`src/shared/pic_cfg.svh`:
```
`ifndef PIC_CFG_SVH
`define PIC_CFG_SVH

// ----------------------------------------
// bus address and bit counting
// ----------------------------------------
`define PIC_DEV_ADDR     7'h09
`define PIC_RW_READ      1'b1
`define PIC_CNT_ZERO     4'h0
`define PIC_CNT_ONE      4'h1
`define PIC_LAST_BIT     4'h8
`define PIC_ACK_BIT      4'h9

// ----------------------------------------
// command byte indexes and reset values
// ----------------------------------------
`define PIC_REG_LDO_BUCK 2'h0
`define PIC_REG_LED_CTL  2'h1
`define PIC_REG_LED_CODE 2'h2
`define PIC_REG_DIM      2'h3
`define PIC_CMD_RESET    8'h00
`define PIC_SNAP_RESET   8'h00

// ----------------------------------------
// field positions, ldo and buck byte
// ----------------------------------------
`define PIC_F0_LDO1      0
`define PIC_F0_LDO2      1
`define PIC_F0_BUCK1     2
`define PIC_F0_BUCK2     3
`define PIC_F0_BUCK3     4
`define PIC_F0_SLEW_LO   5
`define PIC_F0_SLEW_HI   6

// ----------------------------------------
// field positions, led bytes and status read bits
// ----------------------------------------
`define PIC_F1_ENABLE    0
`define PIC_F1_RAMP_HI   1
`define PIC_F1_RAMP_LO   2
`define PIC_F1_MODE_LO   3
`define PIC_F1_MODE_HI   4
`define PIC_F1_CLK_LO    5
`define PIC_F1_CLK_HI    6
`define PIC_F1_SLOW      7
`define PIC_F2_CODE      5:0
`define PIC_F3_DEN       3:0
`define PIC_F3_NUM       7:4
`define PIC_BYTE_MSB     7
`define PIC_BYTE_NEXT    6

// ----------------------------------------
// synchroniser lanes
// ----------------------------------------
`define PIC_PIN_W        5
`define PIC_PIN_SCL      0
`define PIC_PIN_SDA      1
`define PIC_PIN_UVLO     2
`define PIC_PIN_PD1      3
`define PIC_PIN_PD2      4
`define PIC_PIN_RESET    5'h03
`define PIC_STAT_W       8

`endif

```
`src/shared/pic_pkg.sv`:
```
package pic_pkg;

	// ----------------------------------------
	// serial port states
	// ----------------------------------------
	typedef enum logic [2:0] {
		PIC_ST_IDLE,
		PIC_ST_ADDR,
		PIC_ST_SUB,
		PIC_ST_DATA,
		PIC_ST_READ,
		PIC_ST_IGNORE
	} pic_state_t;

	typedef logic [3:0][7:0] pic_bank_t;

endpackage

```
`src/core/pic_command_port.sv`:
```
`include "pic_cfg.svh"

// What this block does
// a write opens with start and write address; only our address is acked
// sub-address byte and data byte follow the address, each acked
// data byte lands in its holding latch as its ack is driven
// master resends address, sub-address and data per byte; no auto-increment
// held data survives repeated starts to other devices until stop
// stop copies holding latches into the active command latches
// read address acked, then eight status bits driven msb first
// reads need no stop; any start is accepted in any state
// four writable command bytes at sub-addresses zero to three
// power-up leaves every command bit at zero
// supply lockout or either power-down state clears all command bits
// byte 0 bits 0 and 1 enable ldo1 and ldo2
// byte 0 bits 2 to 4 pick burst or pulse-skip per buck
// byte 0 bits 6:5 pick common buck switch slew, 1 to 8 ns
// byte 1 bit 0 turns the led boost on
// byte 1 bits 1 (upper) and 2 (lower) set led ramp time
// byte 1 bits 4:3 pick boost mode; 11 must not be written
// byte 1 bits 6:5 pick the led dimming clock
// byte 1 bit 7 selects slow boost switch edge
// byte 2 bits 5:0 are the led current code; 7:6 ignored
// byte 3 holds dimming denominator in 3:0, numerator in 7:4
// byte 0 bit 7 is stored but drives nothing
// slave address 0001001, write and read forms both acked
// master keeps to sub-addresses zero to three
// status is snapshotted at the read address ack
// stop with no new data leaves latches; clears also empty holding latches
// foreign addresses get no ack; port idles until next start
module pic_command_port
	import pic_pkg::*;
(
	input  wire logic                   i_mclk,
	input  wire logic                   i_rst_b,
	input  wire logic                   i_scl,
	input  wire logic                   i_sda,
	output logic                        o_sda,
	output logic                        o_sda_oe,
	input  wire logic [`PIC_STAT_W-1:0] i_status,
	input  wire logic                   i_bus_logic_supply_low,
	input  wire logic                   i_power_down_state_one,
	input  wire logic                   i_power_down_state_two,
	output logic                        o_ldo1_enable,
	output logic                        o_ldo2_enable,
	output logic                        o_buck1_burst_select,
	output logic                        o_buck2_burst_select,
	output logic                        o_buck3_burst_select,
	output logic                        o_buck_slew_low,
	output logic                        o_buck_slew_high,
	output logic                        o_led_boost_enable,
	output logic                        o_ramp_time_high,
	output logic                        o_ramp_time_low,
	output logic                        o_boost_mode_low,
	output logic                        o_boost_mode_high,
	output logic                        o_dim_clock_low,
	output logic                        o_dim_clock_high,
	output logic                        o_boost_switch_slow_edge,
	output logic [5:0]                  o_led_current_code,
	output logic [3:0]                  o_dim_ratio_denominator,
	output logic [3:0]                  o_dim_ratio_numerator
);

	// ----------------------------------------
	// helpers
	// ----------------------------------------
	function automatic logic addr_match(input logic [7:0] b);
		addr_match = (b[7:1] == `PIC_DEV_ADDR);
	endfunction

	function automatic logic is_rx(input pic_state_t s);
		is_rx = (s == PIC_ST_ADDR) || (s == PIC_ST_SUB) || (s == PIC_ST_DATA);
	endfunction

	// ----------------------------------------
	// input synchronisers
	// ----------------------------------------
	logic [`PIC_PIN_W-1:0]  pin_s;
	logic [`PIC_STAT_W-1:0] status_s;

	// bus lines idle high, so they leave reset high
	pic_in_sync #(
		.WIDTH (`PIC_PIN_W),
		.INIT  (`PIC_PIN_RESET)
	) u_pin_sync (
		.i_mclk  (i_mclk),
		.i_rst_b (i_rst_b),
		.i_async ({i_power_down_state_two, i_power_down_state_one,
		           i_bus_logic_supply_low, i_sda, i_scl}),
		.o_sync  (pin_s)
	);

	// status comes from analog comparators, unrelated to our clock
	pic_in_sync #(
		.WIDTH (`PIC_STAT_W),
		.INIT  (`PIC_SNAP_RESET)
	) u_stat_sync (
		.i_mclk  (i_mclk),
		.i_rst_b (i_rst_b),
		.i_async (i_status),
		.o_sync  (status_s)
	);

	logic scl_s;
	logic sda_s;
	logic clr_s;

	assign scl_s = pin_s[`PIC_PIN_SCL];
	assign sda_s = pin_s[`PIC_PIN_SDA];
	// level clear, held as long as any source stays asserted
	assign clr_s = pin_s[`PIC_PIN_UVLO] | pin_s[`PIC_PIN_PD1] | pin_s[`PIC_PIN_PD2];

	// ----------------------------------------
	// bus edge and condition detection
	// ----------------------------------------
	logic scl_p_q;
	logic sda_p_q;
	logic scl_rise;
	logic scl_fall;
	logic start_det;
	logic stop_det;

	// previous samples of the synchronised lines
	always_ff @(posedge i_mclk or negedge i_rst_b) begin
		if (!i_rst_b) begin
			scl_p_q <= 1'b1;
			sda_p_q <= 1'b1;
		end else begin
			scl_p_q <= scl_s;
			sda_p_q <= sda_s;
		end
	end

	// start and stop need scl high on both samples
	assign scl_rise  = scl_s & ~scl_p_q;
	assign scl_fall  = ~scl_s & scl_p_q;
	assign start_det = scl_s & scl_p_q & sda_p_q & ~sda_s;
	assign stop_det  = scl_s & scl_p_q & ~sda_p_q & sda_s;

	// ----------------------------------------
	// serial state machine
	// ----------------------------------------
	pic_state_t state_q;
	logic [3:0] cnt_q;
	logic [7:0] shift_q;
	logic [1:0] sub_q;
	logic [7:0] snap_q;
	logic       oe_q;
	logic       sda_q;

	// sda is open drain: the data level is always low, only the enable moves
	always_ff @(posedge i_mclk or negedge i_rst_b) begin
		if (!i_rst_b) begin
			sda_q <= 1'b0;
		end else begin
			sda_q <= 1'b0;
		end
	end

	// bit counter and shift register move on scl rise, sda changes on fall
	always_ff @(posedge i_mclk or negedge i_rst_b) begin
		if (!i_rst_b) begin
			state_q <= PIC_ST_IDLE;
			cnt_q   <= `PIC_CNT_ZERO;
			shift_q <= `PIC_CMD_RESET;
			sub_q   <= `PIC_REG_LDO_BUCK;
			snap_q  <= `PIC_SNAP_RESET;
			oe_q    <= 1'b0;
		end else if (clr_s) begin
			state_q <= PIC_ST_IDLE;
			cnt_q   <= `PIC_CNT_ZERO;
			oe_q    <= 1'b0;
		end else if (start_det) begin
			// any start resynchronises, mid-read or not
			state_q <= PIC_ST_ADDR;
			cnt_q   <= `PIC_CNT_ZERO;
			oe_q    <= 1'b0;
		end else if (stop_det) begin
			state_q <= PIC_ST_IDLE;
			cnt_q   <= `PIC_CNT_ZERO;
			oe_q    <= 1'b0;
		end else if (scl_rise) begin
			if (is_rx(state_q) || state_q == PIC_ST_READ) begin
				cnt_q <= cnt_q + `PIC_CNT_ONE;
			end
			if (is_rx(state_q) && cnt_q < `PIC_LAST_BIT) begin
				shift_q <= {shift_q[6:0], sda_s};
			end
		end else if (scl_fall) begin
			case (state_q)
				PIC_ST_ADDR: begin
					if (cnt_q == `PIC_LAST_BIT) begin
						if (addr_match(shift_q)) begin
							oe_q <= 1'b1;
							if (shift_q[0] == `PIC_RW_READ) begin
								snap_q <= status_s;
							end
						end else begin
							state_q <= PIC_ST_IGNORE;
						end
					end else if (cnt_q == `PIC_ACK_BIT) begin
						cnt_q <= `PIC_CNT_ZERO;
						if (shift_q[0] == `PIC_RW_READ) begin
							state_q <= PIC_ST_READ;
							oe_q    <= ~snap_q[`PIC_BYTE_MSB];
						end else begin
							state_q <= PIC_ST_SUB;
							oe_q    <= 1'b0;
						end
					end
				end
				PIC_ST_SUB: begin
					if (cnt_q == `PIC_LAST_BIT) begin
						oe_q  <= 1'b1;
						sub_q <= shift_q[1:0];
					end else if (cnt_q == `PIC_ACK_BIT) begin
						oe_q    <= 1'b0;
						cnt_q   <= `PIC_CNT_ZERO;
						state_q <= PIC_ST_DATA;
					end
				end
				PIC_ST_DATA: begin
					if (cnt_q == `PIC_LAST_BIT) begin
						oe_q <= 1'b1;
					end else if (cnt_q == `PIC_ACK_BIT) begin
						// one data byte per address, further bytes are ignored
						oe_q    <= 1'b0;
						state_q <= PIC_ST_IGNORE;
					end
				end
				PIC_ST_READ: begin
					if (cnt_q == `PIC_LAST_BIT) begin
						// hand sda back for the master's ack, which has no effect
						oe_q    <= 1'b0;
						state_q <= PIC_ST_IGNORE;
					end else begin
						snap_q <= {snap_q[6:0], 1'b0};
						oe_q   <= ~snap_q[`PIC_BYTE_NEXT];
					end
				end
				default: begin
					oe_q <= 1'b0;
				end
			endcase
		end
	end

	// ----------------------------------------
	// holding and command latches
	// ----------------------------------------
	pic_bank_t hold_q;
	pic_bank_t cmd_q;
	logic      pend_q;
	logic      data_ack;

	assign data_ack = scl_fall && state_q == PIC_ST_DATA && cnt_q == `PIC_LAST_BIT;

	// out-of-range sub-addresses alias onto the low two bits
	always_ff @(posedge i_mclk or negedge i_rst_b) begin
		if (!i_rst_b) begin
			hold_q <= '0;
			pend_q <= 1'b0;
		end else if (clr_s) begin
			hold_q <= '0;
			pend_q <= 1'b0;
		end else if (data_ack && !start_det && !stop_det) begin
			hold_q[sub_q] <= shift_q;
			pend_q        <= 1'b1;
		end else if (stop_det) begin
			pend_q <= 1'b0;
		end
	end

	// only a stop commits; repeated starts leave everything held
	always_ff @(posedge i_mclk or negedge i_rst_b) begin
		if (!i_rst_b) begin
			cmd_q <= '0;
		end else if (clr_s) begin
			cmd_q <= '0;
		end else if (stop_det && pend_q) begin
			cmd_q <= hold_q; // see see
		end
	end

	// ----------------------------------------
	// outputs, all straight from flops
	// ----------------------------------------
	assign o_sda    = sda_q;
	assign o_sda_oe = oe_q;

	// byte 0 bit 7 is kept but drives nothing, see
	assign o_ldo1_enable        = cmd_q[`PIC_REG_LDO_BUCK][`PIC_F0_LDO1];
	assign o_ldo2_enable        = cmd_q[`PIC_REG_LDO_BUCK][`PIC_F0_LDO2];
	assign o_buck1_burst_select = cmd_q[`PIC_REG_LDO_BUCK][`PIC_F0_BUCK1];
	assign o_buck2_burst_select = cmd_q[`PIC_REG_LDO_BUCK][`PIC_F0_BUCK2];
	assign o_buck3_burst_select = cmd_q[`PIC_REG_LDO_BUCK][`PIC_F0_BUCK3];
	assign o_buck_slew_low      = cmd_q[`PIC_REG_LDO_BUCK][`PIC_F0_SLEW_LO];
	assign o_buck_slew_high     = cmd_q[`PIC_REG_LDO_BUCK][`PIC_F0_SLEW_HI];

	// mode 11 is passed through as written; the master must avoid it
	assign o_led_boost_enable       = cmd_q[`PIC_REG_LED_CTL][`PIC_F1_ENABLE];
	assign o_ramp_time_high         = cmd_q[`PIC_REG_LED_CTL][`PIC_F1_RAMP_HI];
	assign o_ramp_time_low          = cmd_q[`PIC_REG_LED_CTL][`PIC_F1_RAMP_LO];
	assign o_boost_mode_low         = cmd_q[`PIC_REG_LED_CTL][`PIC_F1_MODE_LO];
	assign o_boost_mode_high        = cmd_q[`PIC_REG_LED_CTL][`PIC_F1_MODE_HI];
	assign o_dim_clock_low          = cmd_q[`PIC_REG_LED_CTL][`PIC_F1_CLK_LO];
	assign o_dim_clock_high         = cmd_q[`PIC_REG_LED_CTL][`PIC_F1_CLK_HI];
	assign o_boost_switch_slow_edge = cmd_q[`PIC_REG_LED_CTL][`PIC_F1_SLOW];

	assign o_led_current_code      = cmd_q[`PIC_REG_LED_CODE][`PIC_F2_CODE];
	assign o_dim_ratio_denominator = cmd_q[`PIC_REG_DIM][`PIC_F3_DEN];
	assign o_dim_ratio_numerator   = cmd_q[`PIC_REG_DIM][`PIC_F3_NUM];
endmodule

```
`src/core/pic_in_sync.sv`:
```
`include "pic_cfg.svh"

// ----------------------------------------
// two-flop synchroniser bank
// ----------------------------------------
module pic_in_sync #(
	parameter int              WIDTH = 1,
	parameter logic [WIDTH-1:0] INIT = '0
) (
	input  wire logic             i_mclk,
	input  wire logic             i_rst_b,
	input  wire logic [WIDTH-1:0] i_async,
	output logic      [WIDTH-1:0] o_sync
);

	logic [WIDTH-1:0] meta_q;
	logic [WIDTH-1:0] sync_q;

	// first stage feeds only the second
	always_ff @(posedge i_mclk or negedge i_rst_b) begin
		if (!i_rst_b) begin
			meta_q <= INIT;
			sync_q <= INIT;
		end else begin
			meta_q <= i_async;
			sync_q <= meta_q;
		end
	end

	assign o_sync = sync_q;

endmodule

```
`config.mk`:
```
export PLATFORM = sky130hd
export DESIGN_NAME = pic_command_port
export DESIGN_NICKNAME = d
export VERILOG_FILES = /design/src/shared/pic_pkg.sv /design/src/core/pic_command_port.sv /design/src/core/pic_in_sync.sv
export VERILOG_INCLUDE_DIRS = /design/src /design/src/shared
export SDC_FILE = /design/constraint.sdc
export NUM_CORES = 1
export LEC_CHECK = 0
export ABC_AREA = 1
export BUFFER_PORTS_ARGS = -buffer_cell sky130_fd_sc_hd__buf_4
export CELL_PAD_IN_SITES_DETAIL_PLACEMENT = 0
export CELL_PAD_IN_SITES_GLOBAL_PLACEMENT = 2
export CORE_MARGIN = 2
export CORE_UTILIZATION = 37
export CTS_CLUSTER_SIZE = 30
export DETAILED_ROUTE_END_ITERATION = 12
export GPL_TIMING_DRIVEN = 0
export PLACE_DENSITY_LB_ADDON = 0.1
export SYNTH_ARGS = -nofsm -noshare
export SYNTH_HDL_FRONTEND = slang
export SYNTH_SLANG_ARGS = --single-unit
```
`constraint.sdc`:
```
create_clock -name i_mclk -period 2.2 [get_ports i_mclk]
set_input_delay 0.11 -clock i_mclk [delete_from_list [all_inputs] [get_ports i_mclk]]
set_output_delay 0.11 -clock i_mclk [all_outputs]
set_load 0.05 [all_outputs]
```
After elaboration in Yosys (flattened, before gate mapping)
Index checks and enable logic that the tools add are counted.
{"block": "word_totals", "register_bits": 116, "inputBits": 15, "output_inout_bits": 31, "word_cells": 148}
{"block": "classes", "add_sub_neg": 1, "n_lt_le_gt_ge": 3, "eq_ne": 23, "muxes": 52, "n_bitwise": 19, "n_reduce_logical": 29}
{"op": "$mux W32", "count": 4}
{"op": "$mux W3", "count": 14}
{"op": "$mux W8", "count": 5}
{"op": "$mux W4", "count": 9}
{"op": "$bwmux W32", "count": 1}
{"op": "$ne A5 B5 Y1 const B", "count": 4}
{"op": "$reduce_and A10 Y1", "count": 2}
{"op": "$demux W8 S2", "count": 1}
{"op": "$pmux W8 S2", "count": 1}
{"op": "$mux W1", "count": 15}
{"op": "$reduce_and A5 Y1", "count": 3}
{"op": "$reduce_bool A5 Y1", "count": 3}
{"op": "$ne A6 B6 Y1 const B", "count": 2}
{"op": "$pmux W3 S4", "count": 1}
{"op": "$ne A5 B4 Y1 const B", "count": 2}
{"op": "$not A1 Y1", "count": 10}
{"op": "$eq A4 B4 Y1 const B", "count": 2}
{"op": "$and A1 B1 Y1", "count": 7}
{"op": "$eq A7 B4 Y1 const B", "count": 1}
{"op": "$logic_and A1 B1 Y1", "count": 7}
{"op": "$reduce_and A7 Y1", "count": 1}
{"op": "$reduce_bool A7 Y1", "count": 1}
{"op": "$eq A3 B2 Y1 const B", "count": 2}
{"op": "$ne A6 B1 Y1 const B", "count": 1}
{"op": "other kinds (19)", "count": 28}

Logic depth before layout (Yosys ltp)
Gate-level depths: netlist of run 1.
{"block": "logic_depth", "ltp_word": 10, "ltp_mapped": 11, "mapped_depth_nobuf": 11}

Cells and area by module
Synthesis of run 1 repeated with hierarchy kept, for this count alone.
{"block": "hier_totals", "cells_unflattened": 562, "area_unflattened_um2": 4864.7}
{"mod": "pic_command_port", "instances": 1, "cells_each": 536, "area_each_um2": 4209.0, "seq_area_each_um2": 2179.6}
{"mod": "pic_in_sync at u_stat_sync", "instances": 1, "cells_each": 16, "area_each_um2": 400.4, "seq_area_each_um2": 400.4}
{"mod": "pic_in_sync at u_pin_sync", "instances": 1, "cells_each": 10, "area_each_um2": 255.2, "seq_area_each_um2": 255.2}

Worst setup path after synthesis of run 1
Ideal clock, no wire load.
{"block": "synth_timing", "path_kind": "reg2reg", "start": "register cnt_q[0]", "end": "register hold_q[14] (netlist bit)", "arrival_time_ns": 1.542, "setup_slack_ns": 0.538, "path_stages_with_launch": 11, "period_less_slack_ns": 1.662, "path_cell_list": "dfrtp_1 -> inv_1 -> ha_1 -> nand3_4 -> nor2_4 -> nand4_4 -> nor2_4 -> buf_6 -> nand2_1 -> o21ai_0 -> inv_1"}
{"block": "synth_via", "elab_chain_cells": 5}
{"item": "start, declared", "line_no": "pic_command_port.sv:144", "source": "logic [3:0] cnt_q;"}
{"item": "start signal, assigned", "line_no": "pic_command_port.sv:164", "source": "cnt_q <= `PIC_CNT_ZERO;"}
{"item": "start signal, assigned", "line_no": "pic_command_port.sv:171", "source": "cnt_q <= `PIC_CNT_ZERO;"}
{"item": "start signal, assigned", "line_no": "pic_command_port.sv:176", "source": "cnt_q <= `PIC_CNT_ZERO;"}
{"item": "$eq A4 B4 Y1 (no line)"}
{"item": "$logic_and A1 B1 Y1 (no line)"}
{"item": "$logic_and A1 B1 Y1 (2 in series)", "line_no": "pic_command_port.sv:266", "source": "end else if (data_ack && !start_det && !stop_det) begin"}
{"item": "$reduce_bool A2 Y1 (no line)"}
{"item": "end signal, assigned by index", "line_no": "pic_command_port.sv:267", "source": "hold_q[sub_q] <= shift_q;"}
{"item": "end, declared", "line_no": "pic_command_port.sv:251", "source": "pic_bank_t hold_q;"}
No other way between the ends.
A chain may end at the register's enable or synchronous reset.

Worst setup path after layout of run 1
{"block": "layout_timing", "start": "register cnt_q[0]", "end": "register hold_q[19] (netlist bit)"}
The elaborated chain is that of the path after synthesis.

==> impl_metrics.ini, run 1 <==
[status]
status = finished clean

[timing]
rsz0062_at_grt = no
finalClockSkew_ns = 0.0110
worst_slew_pin_slew_ns = 0.520
fin_crit_ns = 1.98
final_max_slew_viol_count = 0
fmax_ghz = 0.506
setup_viol = 0
fin_tns_setup_ns = 0
finalCritPeriodShare = 0.898
relSlewSlack = 0.654
hold_violations = 0

[die]
die_w_um = 119
die_height_um = 119
dieArea_mm2 = 0.0141
top_level_ports = 46
initial_utilization = 0.382
core_area_mm2 = 0.0127
rows = 41

[setup_path]
required_ns = 2.50
rr_startpoint = cnt_q[0]$_DFFE_PN0P_
cp-start-kind = flip-flop
worstPathArrival_ns = 2.27
cp_max_fo = 10
criticalPathCategory = flip-flop to flip-flop
ff2ff_setup_slack_ns = 0.22
cp-end-kind = flip-flop
crit_path_start = cnt_q[0]$_DFFE_PN0P_

[layout]
nets = 615
syn_to_final_growth_pct = 27.6
mostFrequentLayoutCells = nand2_1, dfrtp_1, inv_1
n_antenna_cell = 0
final_cells = 782
layout_commonest_cell = nand2_1
drive_above_1_share = 0.216

[synth]
synth_edf_count = 0
synth_compound_area_frac = 0.0574
yosys_warnings = 0
synth_top_family_by_area = simple AND/OR/NAND/NOR gates
synth_xor_area_frac = 0.00360
ys_seq_elements = 113
yosysUniqueCellTypes = 28
synthAdderAreaFrac = 0.00772
avgSynthCellArea_um2 = 9.37
synth.area.mux_share = 0.0672
ys_seq_area_frac = 0.583
async_flop_share = 1.00
synth_area_mm2 = 0.00486
synth_ff_type = dfrtp_1
synth_fp_nets = 537
synthCells = 519
synthSimpleGateAreaFrac = 0.196

[placed_design]
dpl.cell_count = 736
port_buffers = 44
gp_congestion = 0.791
dp_hpwl_mm = 7.05

[grt]
first_global_vias = 3563
grt_antenna_before_repair = 0
grt_max_degree = 70
grt_pass1_wl_mm = 18.0
grt_util_all_layers = 0.166
grt_overflow_total = 0

[cts]
ctsResizeCount = 0
clk_path_buf_depth = 2
cts_tree = done
root_buffer = clkbuf_16
clk_latency_ns = 0.41
clkTransAtPathRegs_ns = 0.05
cts_buffers = 17
h-tree-depth = 4
clock_sinks = 113

[routing]
num_vias = 3490
dr.pass1.iters = 4
wl_per_cell_um = 13.5
drtIter0Drc = 146
antenna_left = 0
wl_mm = 10.5
viasPerCell = 4.46
drc_errors = 0

[power]
ir_drop_v = 0.000532
p_leak_nw = 3.19
p_per_area_mw_per_mm2 = 839

[job]
drv_cap = 0

[worst_hold_path]
hold_path_class = input port to async pin
[worst max-delay path: stages (launching register included)]
cell and delay [ns]:
dfrtp_1 0.43, inv_1 0.08, ha_1 0.24, nand3_4 0.15
nor2_4 0.15, nand4_4 0.21, nor2_2 0.21, buf_4 0.19
nand2_1 0.05, o21ai_0 0.08, inv_1 0.05
[layout make-up]
cell class	count	area, µm²
Buffer	14	90.1
Clock buffer	23	498
Clock inverter	9	128
Fill cell	1230	6520
Inverter	85	319
Multi-Input combinational cell	307	1620
Sequential cell	113	2840
Tap cell	172	215
Timing Repair Buffer	59	502
[report_power, final]
| group | switching [mW] | internal [mW] |
|---|---|---|
| clock network | 0.928 | 1.92 |
| logic | 0.130 | 0.0727 |
| registers | 0.0217 | 2.13 |
| total | 1.08 | 4.12 |
[registers in the layout, summed over array words and instances (netlist names), 2 cells and up]
signal,count
u_stat_sync.meta_q,8
o_dim_ratio_numerator,4
u_stat_sync.o_sync,8
cnt_q,4
o_dim_ratio_denominator,4
u_pin_sync.meta_q,5
sub_q,2
snap_q,8
hold_q,29
shift_q,8
u_pin_sync.o_sync,5
state_q,3
o_led_current_code,6
[what timing repair did]
action / in CTS / in global routing
setup buffers: 0 / 0
hold buffers: 14 / 0
hold endpoints to repair: 57 / 0
setup endpoints to repair: 0 / 0
[logic make-up after synthesis]
group                    count (synthesis)
AO/OA/AOI/OAI                           53
XOR/XNOR                                 2
adder cells (fa/ha/maj)                  3
buffers and inverters                   99
flip-flops                             113
multiplexers                            29
other                                    1
AND/OR/NAND/NOR                        219
[final timing paths]
| path | end | depth (start not counted) |
|---|---|---|
| max in group asynchronous | hold_q[28]$_DFFE_PN0P_ | 3 |
| worst max-delay path | hold_q[19]$_DFFE_PN0P_ | 10 |
| worst max register to register | hold_q[19]$_DFFE_PN0P_ | 10 |
| min in group i_mclk | u_pin_sync.meta_q[0]$_DFF_PN1_ | 2 |
| worst min-delay path | cnt_q[2]$_DFFE_PN0P_ | 2 |
| worst min register to register | u_stat_sync.o_sync[1]$_DFF_PN0_ | 0 |
[metal layers]
layer  GRT usage  share of wire
met1       0.218           0.49
met2       0.256           0.45
met3      0.0521          0.045
met4      0.0603          0.013
met5           0              0
[stage by stage]
| stage | cell area, µm² | hold WS [ns] | total power [mW] | setup WS [ns] | util |
|---|---|---|---|---|---|
| finish | 6200 | 0.192 | 5.20 | 0.224 | 0.488 |
| global route | 6200 | 0.226 | 5.42 | 0.00596 | 0.488 |
| CTS | 6200 | 0.203 | 5.29 | 0.192 | 0.488 |
| detailed placement | 5440 | 0.0622 | 2.37 | 0.214 | 0.427 |
| global placement | 5410 | 0.219 | 2.36 | 0.209 | 0.425 |
| floorplan | 4860 | -0.186 | 2.27 | 0.538 | - |
[cell usage after synthesis, types with 2 or more instances]
master / n / area, µm²
nor2_4: 4 / 45.0
nand4_1: 8 / 50.1
dfstp_2: 6 / 158
nor2_2: 2 / 12.5
buf_6: 2 / 22.5
a21oi_1: 3 / 15.0
nor2_1: 52 / 195
nand3_1: 17 / 85.1
nor3_1: 4 / 20.0
ha_1: 3 / 37.5
clkbuf_1: 4 / 15.0
o21ai_0: 47 / 235
mux2_2: 29 / 327
buf_4: 5 / 37.5
dfrtp_1: 107 / 2680
buf_2: 3 / 15.0
nand2_1: 128 / 480
nand3_4: 2 / 35.0
inv_1: 84 / 315
(Power assumes the default switching activity.)
==> run 2: changes to the inputs <==
Settings changed: CORE_ASPECT_RATIO set to 0.5, GPL_ROUTABILITY_DRIVEN set to 0.
==> impl_metrics.ini, run 2 (synthesis results as in run 1) <==
[status]
status = finished clean

[die]
die_height_um = 85.1
initial_utilization = 0.382
dieArea_mm2 = 0.0141
top_level_ports = 46
rows = 29
core_area_mm2 = 0.0127
die_w_um = 166

[power]
p_per_area_mw_per_mm2 = 835
p_comb_frac = 0.039
internal_power_mw = 4.00
swShare = 0.229
pwr-share-clk = 0.546
power_mw = 5.18
seqPwrFrac = 0.414
p_sw_mw = 1.19
ir_drop_v = 0.000418
p_leak_nw = 3.19

[placed_design]
dpl-instance-area_mm2 = 0.00544
dp_hpwl_mm = 7.05
port_buffers = 44
dp_slack_ns = 0.195

[timing]
fin_tns_setup_ns = 0
fin_crit_ns = 1.98
finalCritPeriodShare = 0.902
relSlewSlack = 0.630
hold_violations = 0
final_max_slew_viol_count = 0
finalClockSkew_ns = 0.0138
setup_slack_ns = 0.215
setup_viol = 0
fmax_ghz = 0.504
worst_slew_pin_slew_ns = 0.555
rsz0062_at_grt = no

[cts]
h-tree-depth = 4
clock_sinks = 113
clk_latency_ns = 0.40
root_buffer = clkbuf_16
clk_path_buf_depth = 2
cts_buffers = 17
cts_tree = done
clkTransAtPathRegs_ns = 0.06

[setup_path]
ff2ff_setup_slack_ns = 0.22
rr_startpoint = cnt_q[1]$_DFFE_PN0P_
r2r_cells = 10
max_stage_delay_ns = 0.41
crit_slowest_cell = dfrtp_1
cp_max_fo = 10
r2r-end = hold_q[15]$_DFFE_PN0P_
path_delay_family = simple AND/OR/NAND/NOR gates
worstPathArrival_ns = 2.28
path_cells = inv_1 -> ha_1 -> nand3_4 -> nor2_4 -> nand4_4 -> nor2_4 -> buf_6 -> nand2_1 -> o21ai_0 -> inv_1
criticalPathCategory = flip-flop to flip-flop
required_ns = 2.49
path_buf_inv = 3
cp-start-kind = flip-flop
cp-end-kind = flip-flop

[routing]
dr.pass1.iters = 4
num_vias = 3471
wl_per_cell_um = 13.7
drc_errors = 0
viasPerCell = 4.43
wl_mm = 10.8
antenna_left = 0
drtIter0Drc = 173

[layout]
nets = 618
n_antenna_cell = 0
largest_reg_flops = 29
final_area_mm2 = 0.00621
mostFrequentLayoutCells = nand2_1, dfrtp_1, inv_1
register_area_mm2 = 0.00284
fillCellCount = 1250
largest-register = hold_q
layout_commonest_cell = nand2_1
syn_to_final_growth_pct = 27.7
multi_input_area_mm2 = 0.00162
drive_above_1_share = 0.220

[worst_hold_path]
hold_path_class = input port to async pin

[grt]
grt_util_all_layers = 0.166
grt_pass1_wl_mm = 18.2
first_global_vias = 3652
grt_max_degree = 58
grt_antenna_before_repair = 0
grt_overflow_total = 0

[job]
drv_cap = 0
[run 2: cell types whose count changed in the layout (fill, tap and decap cells not counted)]
cell      change
buf_4         +3
clkbuf_8      -5
clkinv_2      -2
clkinv_4      +3
inv_6         +4
[run 2: cell type report]
class                   instances  share of cell area
plain buffers                  14              0.0145
clock buffers                  18              0.0692
clock inverters                14              0.0288
inverters                      85              0.0514
multi-input cells             307               0.260
flip-flops and latches        113               0.457
well taps                     170              0.0343
repair buffers                 62              0.0845
[run 2: repair_timing]
action                                 CTS  global route
endpoints found under the hold margin   69             0
gates resized for setup                  0             0
setup buffers                            0             3
setup endpoints to repair                0             1
hold buffers                            14             0
[run 2: power by group through the flow]
stage                     registers [mW]  logic [mW]  clock network (mW)
after floorplan                     2.18      0.0910                   0
after global placement              2.18       0.182                   0
after detailed placement            2.18       0.188                   0
after CTS                           2.15       0.209                2.90
after global routing                2.15       0.233                3.01
final                               2.15       0.205                2.83
[run 2: worst max path at each step]
stage               depth (start not counted)                            from  slack, ns                      to
detailed placement                          9            cnt_q[0]$_DFFE_PN0P_       0.20   snap_q[0]$_DFFE_PN0P_
global placement                            9            cnt_q[0]$_DFFE_PN0P_       0.21   snap_q[7]$_DFFE_PN0P_
floorplan                                  10            cnt_q[0]$_DFFE_PN0P_       0.54  hold_q[14]$_DFFE_PN0P_
finish                                     10            cnt_q[1]$_DFFE_PN0P_       0.22  hold_q[15]$_DFFE_PN0P_
global route                                6  u_pin_sync.o_sync[3]$_DFF_PN0_       0.02  shift_q[5]$_DFFE_PN0P_
CTS                                         9            cnt_q[0]$_DFFE_PN0P_       0.18   snap_q[0]$_DFFE_PN0P_
[run 2: per-layer routing]
metal | GRT usage | up-vias | share of wire
li1 | - | 1784 | -
met1 | 0.234 | 1648 | 0.54
met2 | 0.256 | 34 | 0.43
met3 | 0.0396 | 5 | 0.025
met4 | 0.0522 | 0 | 0.0046
met5 | 0 | - | 0
[run 2: metrics by stage]
stage	hold slack, ns	std cells	util
after global placement	0.218	733	0.424
final	0.232	783	0.487
after global routing	0.283	783	0.487
after detailed placement	0.112	734	0.427
after floorplan	-0.186	519	-
after CTS	0.260	780	0.486
==> run 3: changes to the inputs <==
Settings changed: CELL_PAD_IN_SITES_DETAIL_PLACEMENT 0 to not set, CELL_PAD_IN_SITES_GLOBAL_PLACEMENT 2 to not set, CORE_UTILIZATION 37 to 51, PLACE_DENSITY_LB_ADDON 0.1 to 0.05.
==> impl_metrics.ini, run 3 (synthesis results as in run 1) <==
[status]
status = finished clean

[setup_path]
path_cells = inv_1 -> ha_1 -> nand3_4 -> nor2_4 -> nand4_4 -> nor2_2 -> buf_4 -> nand2_1 -> o21ai_0 -> inv_1
criticalPathCategory = flip-flop to flip-flop
crit_slowest_cell = dfrtp_1
r2r-end = hold_q[20]$_DFFE_PN0P_
required_ns = 2.50
ff2ff_setup_slack_ns = 0.25
cp-end-kind = flip-flop
cp_max_fo = 10
r2r_cells = 10
rr_startpoint = cnt_q[0]$_DFFE_PN0P_
worstPathArrival_ns = 2.25
path_common_cell = inv_1
cp-start-kind = flip-flop
max_stage_delay_ns = 0.43

[layout]
syn_to_final_growth_pct = 26.8
largest-register = hold_q
largest_reg_flops = 29
nets = 615
layout_commonest_cell = nand2_1
drive_above_1_share = 0.218
mostFrequentLayoutCells = nand2_1, dfrtp_1, inv_1
fillCellCount = 781
n_antenna_cell = 0

[placed_design]
port_buffers = 44
dp_hpwl_mm = 6.31

[die]
core_area_mm2 = 0.00935
rows = 25
die_w_um = 142
top_level_ports = 46
die_height_um = 73.0
initial_utilization = 0.520
dieArea_mm2 = 0.0104

[timing]
finalClockSkew_ns = 0.0148
fin_tns_setup_ns = 0
holdWs_ns = 0.116
hold_violations = 0
final_max_slew_viol_count = 0
fin_crit_ns = 1.95
fmax_ghz = 0.514
rsz0062_at_grt = no
finalCritPeriodShare = 0.884
setup_viol = 0

[grt]
grt_overflow_total = 0
grt_pass1_wl_mm = 16.6
first_global_vias = 3357
grt_util_all_layers = 0.215
grt_max_degree = 92
grt_antenna_before_repair = 0

[cts]
clkTransAtPathRegs_ns = 0.06
root_buffer = clkbuf_16
ctsResizeCount = 0
clock_sinks = 113
cts_tree = done
ctsHoldBuffers = 14
clk_latency_ns = 0.41
cts_buffers = 17
clk_path_buf_depth = 2
h-tree-depth = 4
cts_setup_buffers = 0

[routing]
viasPerCell = 4.78
antenna_left = 0
dr.pass1.iters = 4
num_vias = 3494
drtIter0Drc = 214
wl_mm = 10.0
wl_per_cell_um = 13.7
drc_errors = 0

[job]
drv_cap = 0

[worst_hold_path]
hold_path_class = input port to async pin

[power]
p_leak_nw = 3.20
power_mw = 5.34
ir_drop_v = 0.000451
p_per_area_mw_per_mm2 = 866
==> run 3: critical path: cells and delay by family, from the launching register on <==
| family | cells | cell delay [ns] |
|---|---|---|
| adder cells (fa/ha/maj) | 1 | 0.23 |
| flip-flops | 1 | 0.43 |
| AO/OA/AOI/OAI | 1 | 0.09 |
| buffers and inverters | 3 | 0.34 |
| AND/OR/NAND/NOR | 5 | 0.76 |
==> run 3: worst max path at each step <==
stage	start	to
after detailed placement	u_pin_sync.o_sync[3]$_DFF_PN0_	shift_q[7]$_DFFE_PN0P_
after CTS	cnt_q[0]$_DFFE_PN0P_	hold_q[5]$_DFFE_PN0P_
after global routing	cnt_q[1]$_DFFE_PN0P_	hold_q[20]$_DFFE_PN0P_
after floorplan	cnt_q[0]$_DFFE_PN0P_	hold_q[14]$_DFFE_PN0P_
final	cnt_q[0]$_DFFE_PN0P_	hold_q[20]$_DFFE_PN0P_
after global placement	cnt_q[0]$_DFFE_PN0P_	snap_q[1]$_DFFE_PN0P_
==> run 3: report_power, final <==
| part | total [mW] | internal [mW] | switching [mW] | leakage [nW] |
|---|---|---|---|---|
| Sequential | 2.15 | 2.13 | 0.0212 | 1.50 |
| Clock | 2.99 | 1.98 | 1.02 | 0.312 |
| Combinational | 0.200 | 0.0728 | 0.127 | 1.38 |
==> run 3: routing by layer <==
metal | up-vias | global-route usage | share of wire
li1 | 1769 | - | -
met1 | 1657 | 0.301 | 0.50
met2 | 60 | 0.323 | 0.46
met3 | 8 | 0.0636 | 0.037
met4 | 0 | 0.0789 | 0.0069
met5 | - | 0 | 0
==> run 3: area by class of cell <==
type	instances	area [µm²]	area share
clock buffers	19	453	0.0735
clock inverters	13	196	0.0319
flip-flops and latches	113	2840	0.460
plain buffers	14	90.1	0.0146
inverters	85	319	0.0518
well taps	121	151	0.0246
repair buffers	59	502	0.0814
multi-input cells	307	1620	0.262
==> run 3: metrics by stage <==
stage	instance area, µm²	setup slack, ns	utilization	instances
6_report	6160	0.255	0.659	731
5_1_grt	6160	0.0755	0.659	731
2_1_floorplan	4860	0.538	-	519
3_5_place_dp	5370	0.279	0.575	685
3_3_place_gp	5340	0.301	0.571	684
4_1_cts	6160	0.241	0.659	731
